## config.mk

```make
export PLATFORM = sky130hd
export DESIGN_NAME = usdp_top
export DESIGN_NICKNAME = d
export VERILOG_FILES = /design/src/usdp_pkg.sv /design/src/usdp_fifo.sv /design/src/usdp_top.sv
export VERILOG_INCLUDE_DIRS = /design/src
export SDC_FILE = /design/constraint.sdc
export NUM_CORES = 1
export LEC_CHECK = 0
export BUFFER_PORTS_ARGS = -buffer_cell sky130_fd_sc_hd__buf_2
export CAP_MARGIN = 30
export CORE_MARGIN = 10
export CORE_UTILIZATION = 66
export DETAILED_ROUTE_END_ITERATION = 8
export HOLD_SLACK_MARGIN = 0.15
export PLACE_DENSITY_LB_ADDON = 0.2
export SETUP_SLACK_MARGIN = 0.5
export SYNTH_ARGS = -nofsm -noshare
export SYNTH_HDL_FRONTEND = slang
export SYNTH_SLANG_ARGS = --single-unit
```

## constraint.sdc

```tcl
create_clock -name sys_clk -period 10.1 [get_ports sys_clk]
set_input_delay 1.01 -clock sys_clk [delete_from_list [all_inputs] [get_ports sys_clk]]
set_output_delay 1.01 -clock sys_clk [all_outputs]
set_load 0.02 [all_outputs]
```

## src/usdp_cfg.svh

```systemverilog
// address map, field positions, reset values and timing counts of the shadow data port
`ifndef USDP_CFG_SVH
`define USDP_CFG_SVH
`define USDP_SHADOW_BASE 32'h5000_1130
`define USDP_SHADOW_ALIAS3 32'h5000_113c
`define USDP_SHADOW_ALIAS15 32'h5000_116c
`define USDP_SHADOW_SPAN 32'h0000_0040
`define USDP_CTRL_ADDR 32'h5000_1180
`define USDP_LINE_ADDR 32'h5000_1184
`define USDP_IRQ_STAT_ADDR 32'h5000_1188
`define USDP_IRQ_MASK_ADDR 32'h5000_118c
`define USDP_CTRL_FIFO_EN 0
`define USDP_CTRL_IR_MODE 1
`define USDP_LINE_DR 0
`define USDP_LINE_OE 1
`define USDP_LINE_TX_HOLDING_EMPTY_FLAG 5
`define USDP_LINE_TEMT 6
`define USDP_EV_RX 0
`define USDP_EV_OVR 1
`define USDP_EV_TX_HOLDING_EMPTY_FLAG 2
`define USDP_EV_DROP 3
`define USDP_REG_RESET 16'h0000
`define USDP_FIFO_WORDS 16
`define USDP_FIFO_FULL 5'd16
`define USDP_BIT_CYC 16'd16
`define USDP_BIT_HALF (`USDP_BIT_CYC >> 1)
`define USDP_BIT_LAST (`USDP_BIT_CYC - 16'd1)
`define USDP_IR_PULSE_CYC (`USDP_BIT_CYC * 16'd3 / 16'd16)
`endif

```

## src/usdp_pkg.sv

```systemverilog
// types of the shadow data port
package usdp_pkg;
	typedef enum logic [1:0] {
		USDP_IDLE = 2'b00,
		USDP_START = 2'b01,
		USDP_DATA = 2'b11,
		USDP_STOP = 2'b10
	} usdp_ser_state_type;

	typedef struct packed {
		logic [31:0] rdata;
		logic fifo_en;
		logic ir_mode;
		logic overrun;
		logic [3:0] irq_stat;
		logic [3:0] irq_mask;
		logic irq;
		logic tx_holding_empty_flag_prev;
		usdp_ser_state_type rx_st;
		logic [15:0] rx_cnt;
		logic [2:0] rx_bit;
		logic rx_bitval;
		logic [7:0] rx_shift;
		usdp_ser_state_type tx_st;
		logic [15:0] tx_cnt;
		logic [2:0] tx_bit;
		logic [7:0] tx_shift;
		logic ser_out;
		logic ir_out_n;
	} usdp_state_type;
endpackage : usdp_pkg

```

## src/usdp_fifo.sv

```systemverilog
// character fifo with simultaneous push and pop, used for both directions
`timescale 1ns/1ps
`include "usdp_cfg.svh"
module usdp_fifo (
	input wire logic sys_clk,
	input wire logic rst_n,
	input wire logic flush,
	input wire logic push,
	input wire logic [7:0] push_data,
	input wire logic pop,
	output logic [7:0] head_data,
	output logic [4:0] count
);
	typedef struct packed {
		logic [`USDP_FIFO_WORDS-1:0][7:0] mem;
		logic [3:0] wr_ptr;
		logic [3:0] rd_ptr;
		logic [4:0] cnt;
	} usdp_fifo_state_type;

	usdp_fifo_state_type q;
	usdp_fifo_state_type d;
	logic do_pop;
	logic do_push;

	always_comb
	begin
		d = q;
		do_pop = pop && (q.cnt != 5'd0);
		// a full fifo still takes a push when a pop frees the slot in the same cycle
		do_push = push && ((q.cnt != `USDP_FIFO_FULL) || do_pop);
		if (flush)
		begin
			d.wr_ptr = 4'h0;
			d.rd_ptr = 4'h0;
			d.cnt = 5'h00;
		end
		else
		begin
			if (do_push)
			begin
				d.mem[q.wr_ptr] = push_data;
				d.wr_ptr = q.wr_ptr + 4'h1;
			end
			if (do_pop)
				d.rd_ptr = q.rd_ptr + 4'h1;
			d.cnt = q.cnt + {4'h0, do_push} - {4'h0, do_pop};
		end
	end

	always_ff @(posedge sys_clk)
	begin
		if (!rst_n)
			q <= '0;
		else
			q <= d;
	end

	assign head_data = q.mem[q.rd_ptr];
	assign count = q.cnt;
endmodule : usdp_fifo

```

## src/usdp_top.sv

```systemverilog
// shadow receive/transmit data port with serial and infrared links
//Contract
// - sixteen word aliases reach the data port
// - read low byte gives received character
// - received data valid only with ready flag
// - fifo off: new character overwrites, overrun
// - fifo on: read pops oldest entry
// - full receive fifo drops new, overrun
// - write low byte sends character out
// - fifo off: write clears empty, overwrites
// - fifo on: sixteen characters before full
// - write into full transmit fifo dropped
//
// Implementation choice: the plain strobed port.
`timescale 1ns/1ps
`include "usdp_cfg.svh"
module usdp_top (
	input wire logic sys_clk,
	input wire logic rst_n,
	input wire logic [31:0] bus_addr,
	input wire logic [31:0] bus_wdata,
	input wire logic bus_wr,
	input wire logic bus_rd,
	output logic [31:0] bus_rdata,
	input wire logic ser_in,
	input wire logic ir_in,
	output logic ser_out,
	output logic ir_out_n,
	output logic irq
);
	import usdp_pkg::*;

	usdp_pkg::usdp_state_type q;
	usdp_pkg::usdp_state_type d;
	logic [7:0] rx_head;
	logic [4:0] rx_count;
	logic [7:0] tx_head;
	logic [4:0] tx_count;
	logic rx_push;
	logic rx_pop;
	logic rx_pop_rd;
	logic rx_done;
	logic rx_overwrite;
	logic rx_drop;
	logic tx_push;
	logic tx_pop;
	logic tx_load;
	logic tx_full;
	logic tx_drop;
	logic tx_overwrite;
	logic tx_holding_empty_flag;
	logic flush;
	logic wr_shadow;
	logic rd_shadow;
	logic tx_line;
	logic [3:0] ev;
	logic [31:0] rd_mux;

	function automatic logic is_shadow(input logic [31:0] a);
		is_shadow = (a >= `USDP_SHADOW_BASE) && (a < (`USDP_SHADOW_BASE + `USDP_SHADOW_SPAN)) && (a[1:0] == 2'b00);
	endfunction : is_shadow

	assign wr_shadow = bus_wr && is_shadow(bus_addr);
	assign rd_shadow = bus_rd && is_shadow(bus_addr);
	assign tx_holding_empty_flag = (tx_count == 5'd0);

	usdp_fifo rx_fifo (
		.sys_clk(sys_clk),
		.rst_n(rst_n),
		.flush(flush),
		.push(rx_push),
		.push_data(q.rx_shift),
		.pop(rx_pop),
		.head_data(rx_head),
		.count(rx_count)
	);

	usdp_fifo tx_fifo (
		.sys_clk(sys_clk),
		.rst_n(rst_n),
		.flush(flush),
		.push(tx_push),
		.push_data(bus_wdata[7:0]),
		.pop(tx_pop),
		.head_data(tx_head),
		.count(tx_count)
	);

	always_comb
	begin
		d = q;
		rx_done = 1'b0;
		flush = 1'b0;
		rd_mux = 32'h0000_0000;

		// receive deserializer; ir mode sees a pulse anywhere in a bit but its last cycle as a zero
		unique case (q.rx_st)
			USDP_IDLE:
			begin
				if (q.ir_mode ? ir_in : !ser_in)
				begin
					d.rx_st = USDP_START;
					d.rx_cnt = 16'h0000;
					d.rx_bitval = 1'b0;
				end
			end
			USDP_START, USDP_DATA, USDP_STOP:
			begin
				d.rx_cnt = q.rx_cnt + 16'h0001;
				if (q.ir_mode && ir_in)
					d.rx_bitval = 1'b0;
				if (!q.ir_mode && (q.rx_cnt == `USDP_BIT_HALF))
					d.rx_bitval = ser_in;
				if (q.rx_cnt == `USDP_BIT_LAST)
				begin
					d.rx_cnt = 16'h0000;
					d.rx_bitval = 1'b1;
					if (q.rx_st == USDP_START)
					begin
						// a start bit that read back high was a glitch
						d.rx_st = q.rx_bitval ? USDP_IDLE : USDP_DATA;
						d.rx_bit = 3'h0;
					end
					else if (q.rx_st == USDP_DATA)
					begin
						d.rx_shift = {q.rx_bitval, q.rx_shift[7:1]};
						d.rx_bit = q.rx_bit + 3'h1;
						if (q.rx_bit == 3'h7)
							d.rx_st = USDP_STOP;
					end
					else
					begin
						d.rx_st = USDP_IDLE;
						rx_done = 1'b1;
					end
				end
			end
		endcase

		rx_pop_rd = rd_shadow && (rx_count != 5'd0);
		rx_overwrite = rx_done && !q.fifo_en && (rx_count != 5'd0) && !rx_pop_rd;
		rx_drop = rx_done && q.fifo_en && (rx_count == `USDP_FIFO_FULL) && !rx_pop_rd;
		rx_pop = rx_pop_rd || rx_overwrite;
		rx_push = rx_done && !rx_drop;

		// transmit side: holding slot of one when fifos are off
		tx_load = (q.tx_st == USDP_IDLE) && (tx_count != 5'd0);
		tx_full = q.fifo_en ? (tx_count == `USDP_FIFO_FULL) : (tx_count != 5'd0);
		tx_drop = wr_shadow && q.fifo_en && tx_full && !tx_load;
		tx_overwrite = wr_shadow && !q.fifo_en && tx_full && !tx_load;
		tx_push = wr_shadow && !tx_drop;
		tx_pop = tx_load || tx_overwrite;

		unique case (q.tx_st)
			USDP_IDLE:
			begin
				if (tx_load)
				begin
					d.tx_st = USDP_START;
					d.tx_shift = tx_head;
					d.tx_cnt = 16'h0000;
				end
			end
			USDP_START, USDP_DATA, USDP_STOP:
			begin
				d.tx_cnt = q.tx_cnt + 16'h0001;
				if (q.tx_cnt == `USDP_BIT_LAST)
				begin
					d.tx_cnt = 16'h0000;
					if (q.tx_st == USDP_START)
					begin
						d.tx_st = USDP_DATA;
						d.tx_bit = 3'h0;
					end
					else if (q.tx_st == USDP_DATA)
					begin
						d.tx_shift = {1'b0, q.tx_shift[7:1]};
						d.tx_bit = q.tx_bit + 3'h1;
						if (q.tx_bit == 3'h7)
							d.tx_st = USDP_STOP;
					end
					else
						d.tx_st = USDP_IDLE;
				end
			end
		endcase

		tx_line = (d.tx_st == USDP_START) ? 1'b0 : ((d.tx_st == USDP_DATA) ? d.tx_shift[0] : 1'b1);
		d.ser_out = q.ir_mode ? 1'b1 : tx_line;
		// a zero bit is a short low pulse of three sixteenths of the bit time
		d.ir_out_n = !(q.ir_mode && !tx_line && (d.tx_cnt < `USDP_IR_PULSE_CYC));

		// register reads; data stands only in the cycle after the strobe
		if (rd_shadow)
			// low byte is the head character
			rd_mux = {24'h00_0000, (rx_count != 5'd0) ? rx_head : 8'h00};
		else if (bus_addr == `USDP_CTRL_ADDR)
		begin
			rd_mux[`USDP_CTRL_FIFO_EN] = q.fifo_en;
			rd_mux[`USDP_CTRL_IR_MODE] = q.ir_mode;
		end
		else if (bus_addr == `USDP_LINE_ADDR)
		begin
			rd_mux[`USDP_LINE_DR] = (rx_count != 5'd0);
			rd_mux[`USDP_LINE_OE] = q.overrun;
			rd_mux[`USDP_LINE_TX_HOLDING_EMPTY_FLAG] = tx_holding_empty_flag;
			rd_mux[`USDP_LINE_TEMT] = tx_holding_empty_flag && (q.tx_st == USDP_IDLE);
		end
		else if (bus_addr == `USDP_IRQ_STAT_ADDR)
			rd_mux = {28'h000_0000, q.irq_stat};
		else if (bus_addr == `USDP_IRQ_MASK_ADDR)
			rd_mux = {28'h000_0000, q.irq_mask};
		d.rdata = bus_rd ? rd_mux : 32'h0000_0000;

		// overrun flag clears on a line state read; a new overrun wins
		if (bus_rd && (bus_addr == `USDP_LINE_ADDR))
			d.overrun = 1'b0;
		if (rx_overwrite || rx_drop)
			d.overrun = 1'b1;

		if (bus_wr && (bus_addr == `USDP_CTRL_ADDR))
		begin
			d.fifo_en = bus_wdata[`USDP_CTRL_FIFO_EN];
			d.ir_mode = bus_wdata[`USDP_CTRL_IR_MODE];
			// changing the fifo mode empties both queues, since capacities differ
			flush = (bus_wdata[`USDP_CTRL_FIFO_EN] != q.fifo_en);
		end
		if (bus_wr && (bus_addr == `USDP_IRQ_MASK_ADDR))
			d.irq_mask = bus_wdata[3:0];

		ev = 4'h0;
		ev[`USDP_EV_RX] = rx_push;
		ev[`USDP_EV_OVR] = rx_overwrite || rx_drop;
		ev[`USDP_EV_TX_HOLDING_EMPTY_FLAG] = tx_holding_empty_flag && !q.tx_holding_empty_flag_prev;
		ev[`USDP_EV_DROP] = tx_drop;
		d.tx_holding_empty_flag_prev = tx_holding_empty_flag;
		// write one to clear; an event in the same cycle keeps its bit set
		if (bus_wr && (bus_addr == `USDP_IRQ_STAT_ADDR))
			d.irq_stat = q.irq_stat & ~bus_wdata[3:0];
		d.irq_stat = d.irq_stat | ev;
		d.irq = |(d.irq_stat & d.irq_mask);
	end

	// everything resets to zero, idle lines and the previous holding empty flag high
	always_ff @(posedge sys_clk)
	begin
		if (!rst_n)
		begin
			q <= '0;
			q.ser_out <= 1'b1;
			q.ir_out_n <= 1'b1;
			q.tx_holding_empty_flag_prev <= 1'b1;
		end
		else
			q <= d;
	end

	assign bus_rdata = q.rdata;
	assign ser_out = q.ser_out;
	assign ir_out_n = q.ir_out_n;
	assign irq = q.irq;
endmodule : usdp_top

```

==> run metrics <==
Power Density 179 mW/mm^2; grt ovf 0; worst slack, placed 5.44 ns; crit path max fanout 3; ys async rst share 0%; CTS H-tree depth 2; most frequent cell after synthesis dfxtp_1; Final Cycle Share 40.7%; Initial Util 66.6%; r2r startpoint q[49]; Util after Layout 72.5%; top cells by count, synth 364 x dfxtp_1, 267 x mux2i_1, 212 x nand2_1, 195 x nor2_1, 92 x clkbuf_1; WL per Instance 18.8 microns; HP Start tx_fifo.q[114]; vias in the first global route 12700; synthesized instance count 1766; CP startpoint bus_addr[17]; Synth Cell Area 0.0178 sq mm; Root Buffer clkbuf_16; fmax 0.243 GHz; synth-to-layout area growth 8.88%; Startpoint Class primary input; Num CTS Buffers 39; max-cap violations 0; port bufs 56; Post-synth EDFFs 0; Clock power frac 44.0%; core area 0.0268 sq mm; clk_lat worst skew 0.54 ns; warning count from the yosys run 0; clk sinks 364; # DRC 0; Routed Wire Length 39.7 mm; worst-path cell chain buf_2, or4_4, or3_4, nor4_1, nor2_1, inv_1, ha_1, inv_1, ha_1, inv_1, fa_1, inv_1, a21oi_1, nor2_1, or3_1, a21oi_1; R2R cell count 13; GRT Overall Usage 23.2%; final worst slack 5.99 ns; hold path endpoint tx_fifo.q[114]; critical path class primary input to flop; Pint 0.00258 W; crit path DAT 4.49 ns; HPWL after DPL 26.0 mm; share of power burned in registers 43.3%; CTS tree done; hold buffers post-CTS 0; dominant cell type by area after synthesis dfxtp_1; flops & latches, synth 364; die area 0.0340 sq mm; Post-CTS Setup Bufs 0; Final setup viols 0; nets@finish 1850; slew margin rel. 33.6%; layout cells sized above 1 15.6%; unrepaired setup endpoints after global routing no; reg-to-reg critical path endpoint rx_fifo.count[4]; Hold/Removal Path Class flop to flop; row count 60; Synth cell types 81; Switch Pwr 0.000909 W; vias 12900; Main synth FF type dfxtp_1; drt pass-1 iters 5; placer congestion estimate 0.890; Hold Path Stages 2; run status finished clean; worst path required time 10.48 ns; VDD IR max 147 uV; first-pass GRT wire length 65.1 mm; die height 184 microns; largest net degree at the start of global routing 94; Synth top area share 40.8%; clk_skew 0.0190 ns; Routed Antenna Nets 0; Fin Setup TNS 0 ns; crit end category flop; Final Critical Period 4.11 ns; worst-margin pin slew 0.996 ns; initial antenna violation count 0; top cells by area, synth dfxtp_1 41%, mux2i_1 15%, mux4_2 10%; CTS Buffer Depth 3; Fin. Hold Viols 0; Die X 184 microns; Seq/Total Area, Yosys 40.8%; Placed Cells 2045; DRT iter0 DRCs 1108; Post-Layout Cell Count 2117; critical path's largest stage delay 0.74 ns; Slowest cell on crit path nor4_1; sw frac 26.1%; PostCTS Resize Cnt 0; # IOs 105; Pleak 8.05 nW; combinational share of power 12.7%; CP dominant cell by count inv_1; Vias/cell 6.08; ANT cells 0; Clock transition at path regs 0.06 ns; Mapped Avg Cell Area 10.1 sq um; R2R setup slack 6.36 ns; Slew Viols, Final 0
metrics by stage:
step | hold slack, ns | power [W] | area [sq um]
after global routing | 0.468 | 0.00363 | 19400
after global placement | 0.439 | 0.00197 | 18000
after detailed placement | 0.445 | 0.00198 | 18000
after CTS | 0.455 | 0.00350 | 19400
final | 0.456 | 0.00348 | 19400
after floorplan | 0.432 | 0.00188 | 17900
kinds of logic after synthesis:
group	Yosys count	synth area share, %
flops	364	40.8
simple gates	607	17.6
compound gates	190	7.66
other cells	1	0.0210
buf+inv	197	4.96
fa+ha+maj	35	2.54
xor+xnor	20	0.982
mux	352	25.5
layout make-up:
| type | count | area, sq um |
|---|---|---|
| repair buffers | 69 | 380 |
| flip-flops and latches | 364 | 7290 |
| clock buffers | 55 | 1170 |
| clock inverters | 17 | 241 |
| inverters | 43 | 164 |
| well taps | 341 | 427 |
| fillers | 1859 | 7370 |
| multi-input cells | 1228 | 9760 |
layout by cell type, fill, tap and decap left out, types with 5 or more instances in the layout:
cell type and count:
a22oi_1 7, nor2_8 16, and2_1 18, ha_1 33, mux4_2 81, and3_1 19
conb_1 24, clkbuf_8 11, nor4_1 19, a21oi_1 70, mux2i_1 267, o2111ai_2 6
dfxtp_1 362, nand2_1 212, o21ai_0 35, and4_1 5, o2111ai_4 7, buf_2 55
a31oi_1 11, inv_1 42, nand4_1 12, o211ai_1 9, nor2_1 195, buf_4 14
nor2b_1 12, nor3_1 18, bufinv_16 5, clkbuf_16 40, nand2b_1 6, o21a_1 7
nand3_1 31, xor2_1 14, xnor2_1 6, clkinv_2 7
power groups by stage:
stage               registers, W  clock network (W)  logic [W]
floorplan                0.00153                  0   0.000357
CTS                      0.00151            0.00155   0.000442
global route             0.00152            0.00161   0.000499
global placement         0.00154                  0   0.000428
finish                   0.00151            0.00153   0.000443
detailed placement       0.00154                  0   0.000438
registers in the layout (all words and copies together) (netlist names):
name / count
ir_out_n: 1
irq: 1
bus_rdata: 8
tx_fifo.q: 136
ser_out: 1
tx_fifo.count: 5
q: 71
rx_fifo.q: 136
rx_fifo.count: 5
worst max-delay path by stage:
stage	to	cells after the start
after global placement	tx_fifo.count[4]	16
final	tx_fifo.count[4]	16
after floorplan	tx_fifo.count[4]	15
after CTS	tx_fifo.count[4]	16
after global routing	tx_fifo.count[4]	16
after detailed placement	tx_fifo.count[4]	16
critical path, delay by kind of cell:
kind | cells | cell delay [ns]
simple gates | 6 | 2.18
fa+ha+maj | 3 | 0.78
buf+inv | 5 | 0.38
compound gates | 2 | 0.12
routing by layer:
layer,track usage (%),share of wire [%],up-vias
met5,0,0,-
met4,5.31,1.4,0
met3,3.29,5.4,47
met2,38.4,48,334
met1,31.5,45,6327
li1,-,-,6168
Power figures use the tool's default switching activity.
